### config.mk
export PLATFORM = sky130hd
export DESIGN_NAME = ass_alert_status
export DESIGN_NICKNAME = d
export VERILOG_FILES = /design/src/ass_pkg.sv /design/src/ass_sync.sv /design/src/ass_alert_status.sv
export SDC_FILE = /design/constraint.sdc
export NUM_CORES = 1
export LEC_CHECK = 0
export ABC_CLOCK_PERIOD_IN_PS = 1400
export BUFFER_PORTS_ARGS = -buffer_cell sky130_fd_sc_hd__buf_2
export CORE_ASPECT_RATIO = 1.4
export CORE_MARGIN = 1.5
export CORE_UTILIZATION = 44
export CTS_BUF_LIST = sky130_fd_sc_hd__clkbuf_8
export DETAILED_ROUTE_END_ITERATION = 8
export PLACE_DENSITY_LB_ADDON = 0.08
export RECOVER_POWER = 50
export SLEW_MARGIN = 10
export SYNTH_ARGS = -nofsm -noshare
export SYNTH_HDL_FRONTEND = slang
export SYNTH_SLANG_ARGS = --single-unit
### constraint.sdc
create_clock -name core_clk -period 1.4 [get_ports core_clk]
set_input_delay 0.14 -clock core_clk [delete_from_list [all_inputs] [get_ports core_clk]]
set_output_delay 0.14 -clock core_clk [all_outputs]
set_load 0.03 [all_outputs]
### src/ass_pkg.sv
// Offsets, field positions and reset values of the alert status summary block
package ass_pkg;
    localparam logic [7:0]  LINK_FAULT_STATUS_ADDR    = 8'h03;
    localparam logic [7:0]  PRIMARY_ALERT_STATUS_ADDR = 8'h02;
    localparam logic [7:0]  LINK_CONFIG_ADDR          = 8'h10;
    // Primary alert status fields
    localparam int          PAS_PKT_CHECK_BIT         = 5;
    localparam int          PAS_INTERFACE_BIT         = 4;
    localparam int          PAS_CAL_BIT               = 3;
    localparam int          PAS_BAL_BIT               = 2;
    localparam int          PAS_FG2_BIT               = 1;
    localparam int          PAS_FG1_BIT               = 0;
    // Link fault status fields
    localparam int          LFS_UP_PEC_BIT            = 15;
    localparam int          LFS_DN_PEC_BIT            = 14;
    localparam int          LFS_UP_LINE_BIT           = 13;
    localparam int          LFS_DN_LINE_BIT           = 12;
    localparam int          LFS_UP_PAR_BIT            = 11;
    localparam int          LFS_DN_PAR_BIT            = 10;
    localparam int          LFS_DUAL_BIT              = 9;
    localparam int          LFS_SPI_BIT               = 7;
    localparam int          LFS_SCLK_BIT              = 6;
    localparam int          LFS_OSC3_BIT              = 5;
    localparam int          LFS_INTBUS_BIT            = 4;
    localparam int          LFS_FIXED_ONE_BIT         = 3;
    localparam int          LFS_TWO_WIRE_BIT          = 2;
    localparam int          LFS_REJECT_BIT            = 0;
    localparam logic [15:0] LFS_RESET                 = 16'h0008;
    localparam logic [15:0] LFS_W0C_MASK              = 16'hFE01;
    localparam logic [15:0] LFS_RW_MASK               = 16'h00F0;
    // Link configuration values
    localparam logic [1:0]  LINK_CFG_DUAL             = 2'h3;
    localparam logic [1:0]  LINK_CFG_RESET            = 2'h0;
    // Balancing activity state
    localparam logic [1:0]  BAL_STATE_IDLE            = 2'h0;
    localparam logic [1:0]  BAL_STATE_RUN             = 2'h1;
    localparam logic [1:0]  BAL_STATE_CAL_ABORT       = 2'h3;
    localparam int          CAL_ALERT_COUNT           = 5;
    localparam int          BAL_ALERT_COUNT           = 5;
    localparam int          BAL_CAL_IDX               = 2;
endpackage

### src/ass_sync.sv
// Two-flop synchroniser bank for pin-level event inputs
`timescale 1ns/1ps
module ass_sync #(
    parameter int WIDTH = 1
) (
    input  wire logic             core_clk,
    input  wire logic             rst_n,
    input  wire logic [WIDTH-1:0] async_in,
    output logic      [WIDTH-1:0] sync_out
);
    logic [WIDTH-1:0] stage1_reg;

    always_ff @(posedge core_clk or negedge rst_n) begin
        if (!rst_n) begin
            stage1_reg <= '0;
            sync_out   <= '0;
        end else begin
            stage1_reg <= async_in;
            sync_out   <= stage1_reg;
        end
    end
endmodule

### src/ass_alert_status.sv
// Alert summary and link fault status registers
`timescale 1ns/1ps
// Behaviour
// - packet-check summary never sets interface summary
// - interface errors readable, clearable individually except two-wire bit 2, which follows its pin
// - calibration summary ORs enabled calibration alerts
// - calibration summary read-only, follows components
// - cal error in balancing aborts, state 11
// - balancing summary ORs enabled balancing alerts
// - balancing summary read-only, follows components
// - bit 1 ORs failure group two
// - bit 0 ORs failure group one
// - link fault status at address 0x3
// - upstream packet-check error sets bit 15
// - downstream packet-check error sets bit 14
// - upstream line-code violation sets bit 13
// - downstream line-code violation sets bit 12
// - alert bits clear only by writing 0, except two-wire bit 2, which follows its pin
// - downstream alerts only in dual-link mode
// - interface summary ORs interface error alerts
// - packet-check summary ORs both directions
// - parity errors set bits 11 and 10
// - dual-link fault sets bit 9
module ass_alert_status
    import ass_pkg::*;
(
    input  wire logic        core_clk,
    input  wire logic        rst_n,
    input  wire logic        reg_wr_en,
    input  wire logic        reg_rd_en,
    input  wire logic [7:0]  reg_addr,
    input  wire logic [15:0] reg_wdata,
    output logic      [15:0] reg_rdata,
    input  wire logic        up_pec_err,
    input  wire logic        dn_pec_err,
    input  wire logic        up_line_code_err,
    input  wire logic        dn_line_code_err,
    input  wire logic        up_parity_err,
    input  wire logic        dn_parity_err,
    input  wire logic        dual_link_fault_err,
    input  wire logic        rejected_cmd_err,
    input  wire logic        two_wire_ctrl_err,
    input  wire logic [15:0] failure_group1_conditions,
    input  wire logic [15:0] failure_group2_conditions,
    input  wire logic [4:0]  cal_alerts,
    input  wire logic [4:0]  cal_alert_enable,
    input  wire logic [4:0]  bal_alerts,
    input  wire logic [4:0]  bal_alert_enable,
    input  wire logic        bal_start,
    input  wire logic        bal_finish,
    output logic [1:0]       balancing_active_state,
    output logic             balancing_cal_abort_alert,
    output logic             up_pec_discard,
    output logic             dn_pec_discard,
    output logic [15:0]      primary_alert_status,
    output logic [15:0]      link_fault_status,
    output logic [1:0]       link_config_field
);
    localparam int EVT_W = 9;

    logic [EVT_W-1:0] evt_sync;
    logic             up_pec_s;
    logic             dn_pec_s;
    logic             up_line_s;
    logic             dn_line_s;
    logic             up_par_s;
    logic             dn_par_s;
    logic             dual_s;
    logic             reject_s;
    logic             two_wire_s;
    logic             dual_mode;
    logic             lfs_wr;
    logic [15:0]      lfs_set;
    logic [15:0]      lfs_next;
    logic             cal_any;
    logic             cal_abort_evt;
    logic [4:0]       bal_alert_eff;
    logic [15:0]      pas_next;
    logic             iface_any;

    // Pin events come from the link receivers outside this clock
    ass_sync #(
        .WIDTH(EVT_W)
    ) u_evt_sync (
        .core_clk(core_clk),
        .rst_n   (rst_n),
        .async_in({up_pec_err, dn_pec_err, up_line_code_err, dn_line_code_err,
                   up_parity_err, dn_parity_err, dual_link_fault_err,
                   rejected_cmd_err, two_wire_ctrl_err}),
        .sync_out(evt_sync)
    );

    assign {up_pec_s, dn_pec_s, up_line_s, dn_line_s, up_par_s, dn_par_s,
            dual_s, reject_s, two_wire_s} = evt_sync;

    function automatic logic addr_hit(input logic [7:0] a, input logic [7:0] target);
        addr_hit = (a == target);
    endfunction

    assign dual_mode = (link_config_field == LINK_CFG_DUAL);
    assign lfs_wr    = reg_wr_en && addr_hit(reg_addr, LINK_FAULT_STATUS_ADDR);

    // Hardware set sources of the link fault bits
    always_comb begin
        lfs_set                   = '0;
        lfs_set[LFS_UP_PEC_BIT]   = up_pec_s;
        lfs_set[LFS_DN_PEC_BIT]   = dn_pec_s && dual_mode;
        lfs_set[LFS_UP_LINE_BIT]  = up_line_s;
        lfs_set[LFS_DN_LINE_BIT]  = dn_line_s && dual_mode;
        lfs_set[LFS_UP_PAR_BIT]   = up_par_s;
        lfs_set[LFS_DN_PAR_BIT]   = dn_par_s && dual_mode;
        lfs_set[LFS_DUAL_BIT]     = dual_s && dual_mode;
        lfs_set[LFS_REJECT_BIT]   = reject_s;
    end

    // Write-0-to-clear bits, set wins over clear; plain bits take the write
    always_comb begin
        lfs_next = link_fault_status;
        if (lfs_wr) begin
            lfs_next = (link_fault_status & ~LFS_W0C_MASK)
                     | (link_fault_status & reg_wdata & LFS_W0C_MASK);
            lfs_next = (lfs_next & ~LFS_RW_MASK) | (reg_wdata & LFS_RW_MASK);
        end
        lfs_next                    = lfs_next | lfs_set;
        lfs_next[LFS_TWO_WIRE_BIT]  = two_wire_s;
        lfs_next[LFS_FIXED_ONE_BIT] = 1'b1;
    end

    always_ff @(posedge core_clk or negedge rst_n) begin
        if (!rst_n) begin
            link_fault_status <= LFS_RESET;
        end else begin
            link_fault_status <= lfs_next;
        end
    end

    // Link configuration register selects dual-link checking
    always_ff @(posedge core_clk or negedge rst_n) begin
        if (!rst_n) begin
            link_config_field <= LINK_CFG_RESET;
        end else if (reg_wr_en && addr_hit(reg_addr, LINK_CONFIG_ADDR)) begin
            link_config_field <= reg_wdata[1:0];
        end
    end

    // Packet-check failures discard the received item
    always_ff @(posedge core_clk or negedge rst_n) begin
        if (!rst_n) begin
            up_pec_discard <= 1'b0;
            dn_pec_discard <= 1'b0;
        end else begin
            up_pec_discard <= up_pec_s;
            dn_pec_discard <= dn_pec_s && dual_mode;
        end
    end

    assign cal_any       = |(cal_alerts & cal_alert_enable);
    assign cal_abort_evt = cal_any && (balancing_active_state == BAL_STATE_RUN);

    // Balancing activity: calibration fault aborts a running operation
    always_ff @(posedge core_clk or negedge rst_n) begin
        if (!rst_n) begin
            balancing_active_state <= BAL_STATE_IDLE;
        end else if (cal_abort_evt) begin
            balancing_active_state <= BAL_STATE_CAL_ABORT;
        end else if (bal_start) begin
            balancing_active_state <= BAL_STATE_RUN;
        end else if (bal_finish && balancing_active_state == BAL_STATE_RUN) begin
            balancing_active_state <= BAL_STATE_IDLE;
        end
    end

    // Abort alert holds until a new operation starts
    always_ff @(posedge core_clk or negedge rst_n) begin
        if (!rst_n) begin
            balancing_cal_abort_alert <= 1'b0;
        end else if (cal_abort_evt) begin
            balancing_cal_abort_alert <= 1'b1;
        end else if (bal_start) begin
            balancing_cal_abort_alert <= 1'b0;
        end
    end

    always_comb begin
        bal_alert_eff              = bal_alerts;
        bal_alert_eff[BAL_CAL_IDX] = bal_alerts[BAL_CAL_IDX] | balancing_cal_abort_alert;
    end

    assign iface_any = |{link_fault_status[LFS_UP_LINE_BIT], link_fault_status[LFS_DN_LINE_BIT],
                         link_fault_status[LFS_UP_PAR_BIT], link_fault_status[LFS_DN_PAR_BIT],
                         link_fault_status[LFS_DUAL_BIT], link_fault_status[LFS_REJECT_BIT],
                         link_fault_status[LFS_TWO_WIRE_BIT]};

    // Read-only summaries recomputed each cycle, writes have no effect
    always_comb begin
        pas_next                    = '0;
        pas_next[PAS_PKT_CHECK_BIT] = link_fault_status[LFS_UP_PEC_BIT]
                                    | link_fault_status[LFS_DN_PEC_BIT];
        pas_next[PAS_INTERFACE_BIT] = iface_any;
        pas_next[PAS_CAL_BIT]       = cal_any;
        pas_next[PAS_BAL_BIT]       = |(bal_alert_eff & bal_alert_enable);
        pas_next[PAS_FG2_BIT]       = |failure_group2_conditions;
        pas_next[PAS_FG1_BIT]       = |failure_group1_conditions;
    end

    always_ff @(posedge core_clk or negedge rst_n) begin
        if (!rst_n) begin
            primary_alert_status <= '0;
        end else begin
            primary_alert_status <= pas_next;
        end
    end

    // Registered read data
    always_ff @(posedge core_clk or negedge rst_n) begin
        if (!rst_n) begin
            reg_rdata <= '0;
        end else if (reg_rd_en) begin
            if (addr_hit(reg_addr, LINK_FAULT_STATUS_ADDR)) begin
                reg_rdata <= link_fault_status;
            end else if (addr_hit(reg_addr, PRIMARY_ALERT_STATUS_ADDR)) begin
                reg_rdata <= primary_alert_status;
            end else if (addr_hit(reg_addr, LINK_CONFIG_ADDR)) begin
                reg_rdata <= {14'h0000, link_config_field};
            end else begin
                reg_rdata <= '0;
            end
        end
    end
endmodule

* Word-level counts from Yosys, hierarchy flattened
Cells that the tools add are included.
** Operators by class
- Mux-type cells :: 9
- Equality and inequality tests :: 5
- Reductions and logical operators :: 15
- Bitwise gates (word level) :: 8
** Operator list (number)
- $mux W16 :: 2
- $reduce_or A16 Y1 :: 2
- $and A16 B16 Y16 :: 1
- $eq A8 B2 Y1 const B :: 2
- $or A16 B16 Y16 :: 1
- $or A16 B8 Y16 :: 1
- $or A9 B16 Y16 :: 1
- $and A5 B5 Y5 :: 2
- $reduce_or A5 Y1 :: 2
- $eq A8 B5 Y1 const B :: 1
- $logic_and A1 B1 Y1 :: 8
- $mux W2 :: 4
- $reduce_or A7 Y1 :: 1
- $mux W6 :: 1
- $reduce_bool A3 Y1 :: 1
- $eq A2 B1 Y1 const B :: 1
- $eq A2 B2 Y1 const B :: 1
- $mux W1 :: 2
- $or A1 B1 Y1 :: 2
- $reduce_bool A2 Y1 :: 1
** Word-level totals
- Flip-flop bits (word level) :: 62
- Output and inout port bits :: 55
- Word-level logic and storage cells :: 47

* Longest topological paths before layout
- Depth after elaboration :: 5
- Gate-level depth with buffers :: 5
- Depth with buffers taken out :: 3

* Cells and area by module
Synthesis repeated with hierarchy kept, for this count alone.
** Second synthesis, totals
- Cell total of the unflattened synthesis :: 193
- Area, all modules :: 2348.5 sq um
** By module, submodules not included
- ass_alert_status :: instances 1, sequential area each 1026.0 sq um, cells each 175, area an instance 1898.1 sq um
- ass_sync :: instances 1, sequential area each 450.4 sq um, cells each 18, area an instance 450.4 sq um

* Least setup slack after synthesis
OpenSTA, ideal clock, no wires.
- Path kind :: flip-flop to flip-flop
- Start :: register link_config_field[0]
- End :: register link_fault_status[14]
- Arrival :: 1.157 ns
- Path buffers :: 0
- Library setup time :: 0.121 ns
- Period minus slack after synthesis :: 1.278 ns
- Cell stages (with the launch flop) :: 4
- Setup slack :: 0.122 ns
- Cell sequence :: dfrtp_1 -> and3_1 -> or2_2 -> o22a_1
** Between the ends
- Longest elaborated chain between the ends :: 3
** RTL lines
- start, declared :: RTL line ass_alert_status.sv:57 : output logic [1:0] link_config_field
- start signal, assigned :: RTL line ass_alert_status.sv:142 : link_config_field <= reg_wdata[1:0];
- $eq A2 B2 Y1 :: RTL line ass_alert_status.sv:100 : assign dual_mode = (link_config_field == LINK_CFG_DUAL);
- $logic_and A1 B1 Y1 :: RTL line ass_alert_status.sv:107 : lfs_set[LFS_DN_PEC_BIT] = dn_pec_s && dual_mode;
- named net lfs_set[14] :: RTL line ass_alert_status.sv:73 : logic [15:0] lfs_set;
- $or A16 B16 Y16 :: RTL line ass_alert_status.sv:124 : lfs_next = lfs_next | lfs_set;
- named net lfs_next[14] :: RTL line ass_alert_status.sv:74 : logic [15:0] lfs_next;
- end signal, assigned :: RTL line ass_alert_status.sv:133 : link_fault_status <= lfs_next;
- end, declared :: RTL line ass_alert_status.sv:56 : output logic [15:0] link_fault_status,
The timed path passes the listed nets, and every way through them passes these cells.
A chain may end at the register's enable or synchronous reset.

* Worst setup path in the final report
- Start :: register link_config_field[1]
- End :: output port link_config_field[1]
No word-level cell between the ends.

==> results.txt <==
The run finished with clean final reports. Entering global routing, the biggest net connects 45 pins. The largest individual stage delay along the critical path comes from the cell sky130_fd_sc_hd__dfrtp_1. The max-slew violation count is 0.

By area, the combinational part of the netlist is dominated by simple AND/OR/NAND/NOR gates. The share of the synthesized area in compound gates (AO/OA/AOI/OAI) was 0.112. The CTS tree is done. Pin placement for this block handled 146 I/O pins.

The die covers 5870 µm². After clock tree synthesis, the clock-pin slew on the worst setup and hold paths is 60 ps. The number of buffers inserted to repair setup after CTS came out at 0.

Along the worst path, the maximum fanout reaches 6. Wires add up to 5940 µm. The combinational share of power came out at 0.135.

The net load switching power is 992 µW. The flip-flop count of the largest register, all copies and words added came out at 15. The maximum single-stage delay on the critical path is 390 ps. In the synthesized netlist, the cells that appear most often are 59 x sky130_fd_sc_hd__dfrtp_1, 19 x sky130_fd_sc_hd__inv_1, 16 x sky130_fd_sc_hd__nand2_1.

The startpoint identified for the worst hold timing path is failure_group2_conditions[11]. Of the total power, registers draw 0.454. The worst IR drop on VDD came out at 0.000829 V. The number of flops mapped to enable cells by yosys came out at 0. The via count is 2028.

The count of unique library cells instantiated by Yosys is 35. Leaving out filler cells and counting taps, the final layout contains 422. The number of max-capacitance violations reported came out at 0. The share of total power consumed by net switching is 0.246. Of the total synthesized cell area, the portion taken by AND, OR, NAND and NOR gates is 0.133.

During placement, the flow inserted port buffers numbering 128. The start of the worst register-to-register path is link_config_field[0]$_DFFE_PN0P_. Counting tap cells, the placed design contains a total of 393 instances. The final-stage net count is 443. The portion of total power attributed to the clock network is 0.411.

In this run the worst setup path begins at link_config_field[1]$_DFFE_PN0P_. The fraction of final layout cells sized beyond drive strength 1 came out at 0.478. The core region is 5200 µm². The worst setup path is launched from a flop. The worst setup timing slack at the placement stage is -28.1 ps. The number of cells produced by synthesis is 197. The worst setup path is of the reg -> out kind.

The growth of design area from synthesis to finish is 44.6%. The number of global-route vias before repair came to 2118. STA classifies the critical path endpoint as an output port. The minimum hold slack is 23.9 ps. The fraction of synthesized area in multiplexers is 0.0457.

The wire length per cell came out at 14.1 µm. Cell internal power was estimated by the tool at 3.04 mW. Of all flip-flops after synthesis, the portion carrying an async set or reset was 1.00. During synthesis, Yosys emitted a total of 0 warnings. The mean instance size in the synthesized netlist is 12.1 µm².

The initial core utilization came out at 0.459. The clock tree synthesis step divided the H-tree into 3 levels. The first global-routing pass estimated 9550 µm of wire. The clock skew after layout came out at 7.62 ps. The number of cell rows came out at 31. The overall die width came out at 65.2 µm. The mapped cell area came out at 2380 µm². The critical path goes through buf_4 > buf_2. The synthesized design contains 59 register bits. The area share of xor/xnor cells in the synthesized design is 0. The CTS sink count came out at 59. The number of detailed-route iterations in the first pass is 4. The clock period could shrink to 1190 ps. In the routed design, unresolved DRC markers number 0. The final estimated routing congestion in global placement is 0.781. Of the total synthesized cell area, the portion taken by full adders, half adders and majority gates is 0. Setup repair after global routing left no endpoint under its margin. Yosys attributes the largest share of cell area to sky130_fd_sc_hd__dfrtp_1 62%, sky130_fd_sc_hd__buf_4 4.7%, sky130_fd_sc_hd__o22ai_1 3.4%. Detailed placement ended at an HPWL of 4370 µm. The largest registers in the layout are reg_rdata (15), link_fault_status (13). At the end of the flow the core is filled with cells to 0.663. Of the post-synthesis cell area, the dominant cell type holds 0.619. Clock tree synthesis inserted a total of 9 buffers. By instance count, the leading cell after synthesis is sky130_fd_sc_hd__dfrtp_1. The cell family contributing the most delay on the critical path is flip-flops. The via-per-instance ratio came out at 4.81. The clock latency at the later pin of the worst-skew pair came out at 330 ps. The power per cell area came out at 1170 nW/µm². The first-iteration detailed-routing DRC count came out at 53. The sequential share of the synthesized area came out at 0.619. The vertical die dimension is 90.1 µm. The maximum count of clock buffers along a single path came out at 2. The min-delay analysis places its worst path in the category in -> reg. The total overflow left after global routing is 0. The fraction of the cycle the final worst path needs is 0.851. The biggest area contributor in the post-synthesis netlist is sky130_fd_sc_hd__dfrtp_1. The number of antenna cells inserted is 0. The overall power consumption is 4.03 mW.

For the worst setup path, the data required time is 1260 ps. The count of endpoints failing setup in the final report came out at 0. For the worst setup path, the data arrival time is 1050 ps. The number of buffer and inverter instances along the worst setup path is 2. The remaining antenna violation count after routing is 0. The worst setup slack after layout is 209 ps. Counting flops per register, the top entry is reg_rdata.

For this run, the total global-route usage over all layers was measured as 0.216. The timing-limited maximum frequency is 840 MHz. The dominant synthesized flop cell is sky130_fd_sc_hd__dfrtp_1.

The number of antenna violations at the first check in global routing came out at 0. The standby leakage power is 1.72 nW. The tree is rooted in a sky130_fd_sc_hd__clkbuf_8. The hold violation total from the final report is 0.
[cell type report]
class	instances	area (µm²)
Fill cell	458	1750
Sequential cell	59	1480
Timing Repair Buffer	151	861
Multi-Input combinational cell	112	739
Clock buffer	10	138
Tap cell	66	82.6
Clock inverter	5	77.6
Inverter	19	71.3
[power groups by stage]
stage	registers, mW	logic, mW	clock network [mW]
global placement	1.86	0.511	0
CTS	1.83	0.544	1.71
floorplan	1.95	0.197	0
global route	1.84	0.596	1.81
finish	1.83	0.545	1.66
detailed placement	1.86	0.518	0
[per-layer routing]
layer | track usage | share of wire | up-vias
li1 | - | - | 981
met1 | 0.217 | 0.38 | 953
met2 | 0.379 | 0.55 | 85
met3 | 0.101 | 0.068 | 9
met4 | 0.0764 | 0.011 | 0
met5 | 0 | 0 | -
[tightest hold or removal path, delay by kind of cell]
kind / cells / cell delay (ps)
simple gates: 2 / 90
buf+inv: 1 / 80
[cell usage in the layout, fill, tap and decap left out, types with 3 or more instances in the layout]
cell / synthesis / routed
sky130_fd_sc_hd__buf_2: 0 / 128
sky130_fd_sc_hd__dfrtp_1: 59 / 59
sky130_fd_sc_hd__inv_1: 19 / 19
sky130_fd_sc_hd__nand2_1: 16 / 16
sky130_fd_sc_hd__conb_1: 2 / 14
sky130_fd_sc_hd__dlygate4sd3_1: 0 / 14
sky130_fd_sc_hd__o22ai_1: 13 / 13
sky130_fd_sc_hd__nor4_1: 10 / 10
sky130_fd_sc_hd__clkbuf_8: 0 / 10
sky130_fd_sc_hd__buf_4: 15 / 8
sky130_fd_sc_hd__or2_2: 7 / 7
sky130_fd_sc_hd__mux2_2: 7 / 7
sky130_fd_sc_hd__o22a_1: 5 / 5
sky130_fd_sc_hd__a32o_1: 3 / 3
sky130_fd_sc_hd__a21o_1: 3 / 3
sky130_fd_sc_hd__a22oi_1: 3 / 3
sky130_fd_sc_hd__nand3_1: 3 / 3
sky130_fd_sc_hd__nor2b_1: 3 / 3
[timing repair]
item / CTS / global route
resized for setup: 0 / 0
hold buffers: 12 / 2
endpoints found under the hold margin: 26 / 1
[final timing paths]
path                       depth (start not counted)  slack [ps]                                 to
min reg2reg                                        0         350   u_evt_sync.sync_out[2]$_DFF_PN0_
max                                                2         210               link_config_field[1]
min                                                3          20  primary_alert_status[1]$_DFF_PN0_
max in group asynchronous                          3         570   link_config_field[0]$_DFFE_PN0P_
min in group asynchronous                          2         270           reg_rdata[7]$_DFFE_PN0P_
max reg2reg                                        3         270    link_fault_status[14]$_DFF_PN0_
[stage by stage]
stage               TNS [ps]  cell area [µm²]
finish                     0             3450
detailed placement     -43.2             3100
global placement           0             3100
global route               0             3450
CTS                        0             3430
floorplan                  0             2430
[logic make-up (layout without fill, tap and decap cells)]
logic type	Yosys count	count (layout)
and+or+nand+nor	53	53
DFF	59	59
AOI/OAI and AO/OA	36	36
muxes	9	9
other	2	14
buffers and inverters	38	185
(Power assumes the default switching activity.)
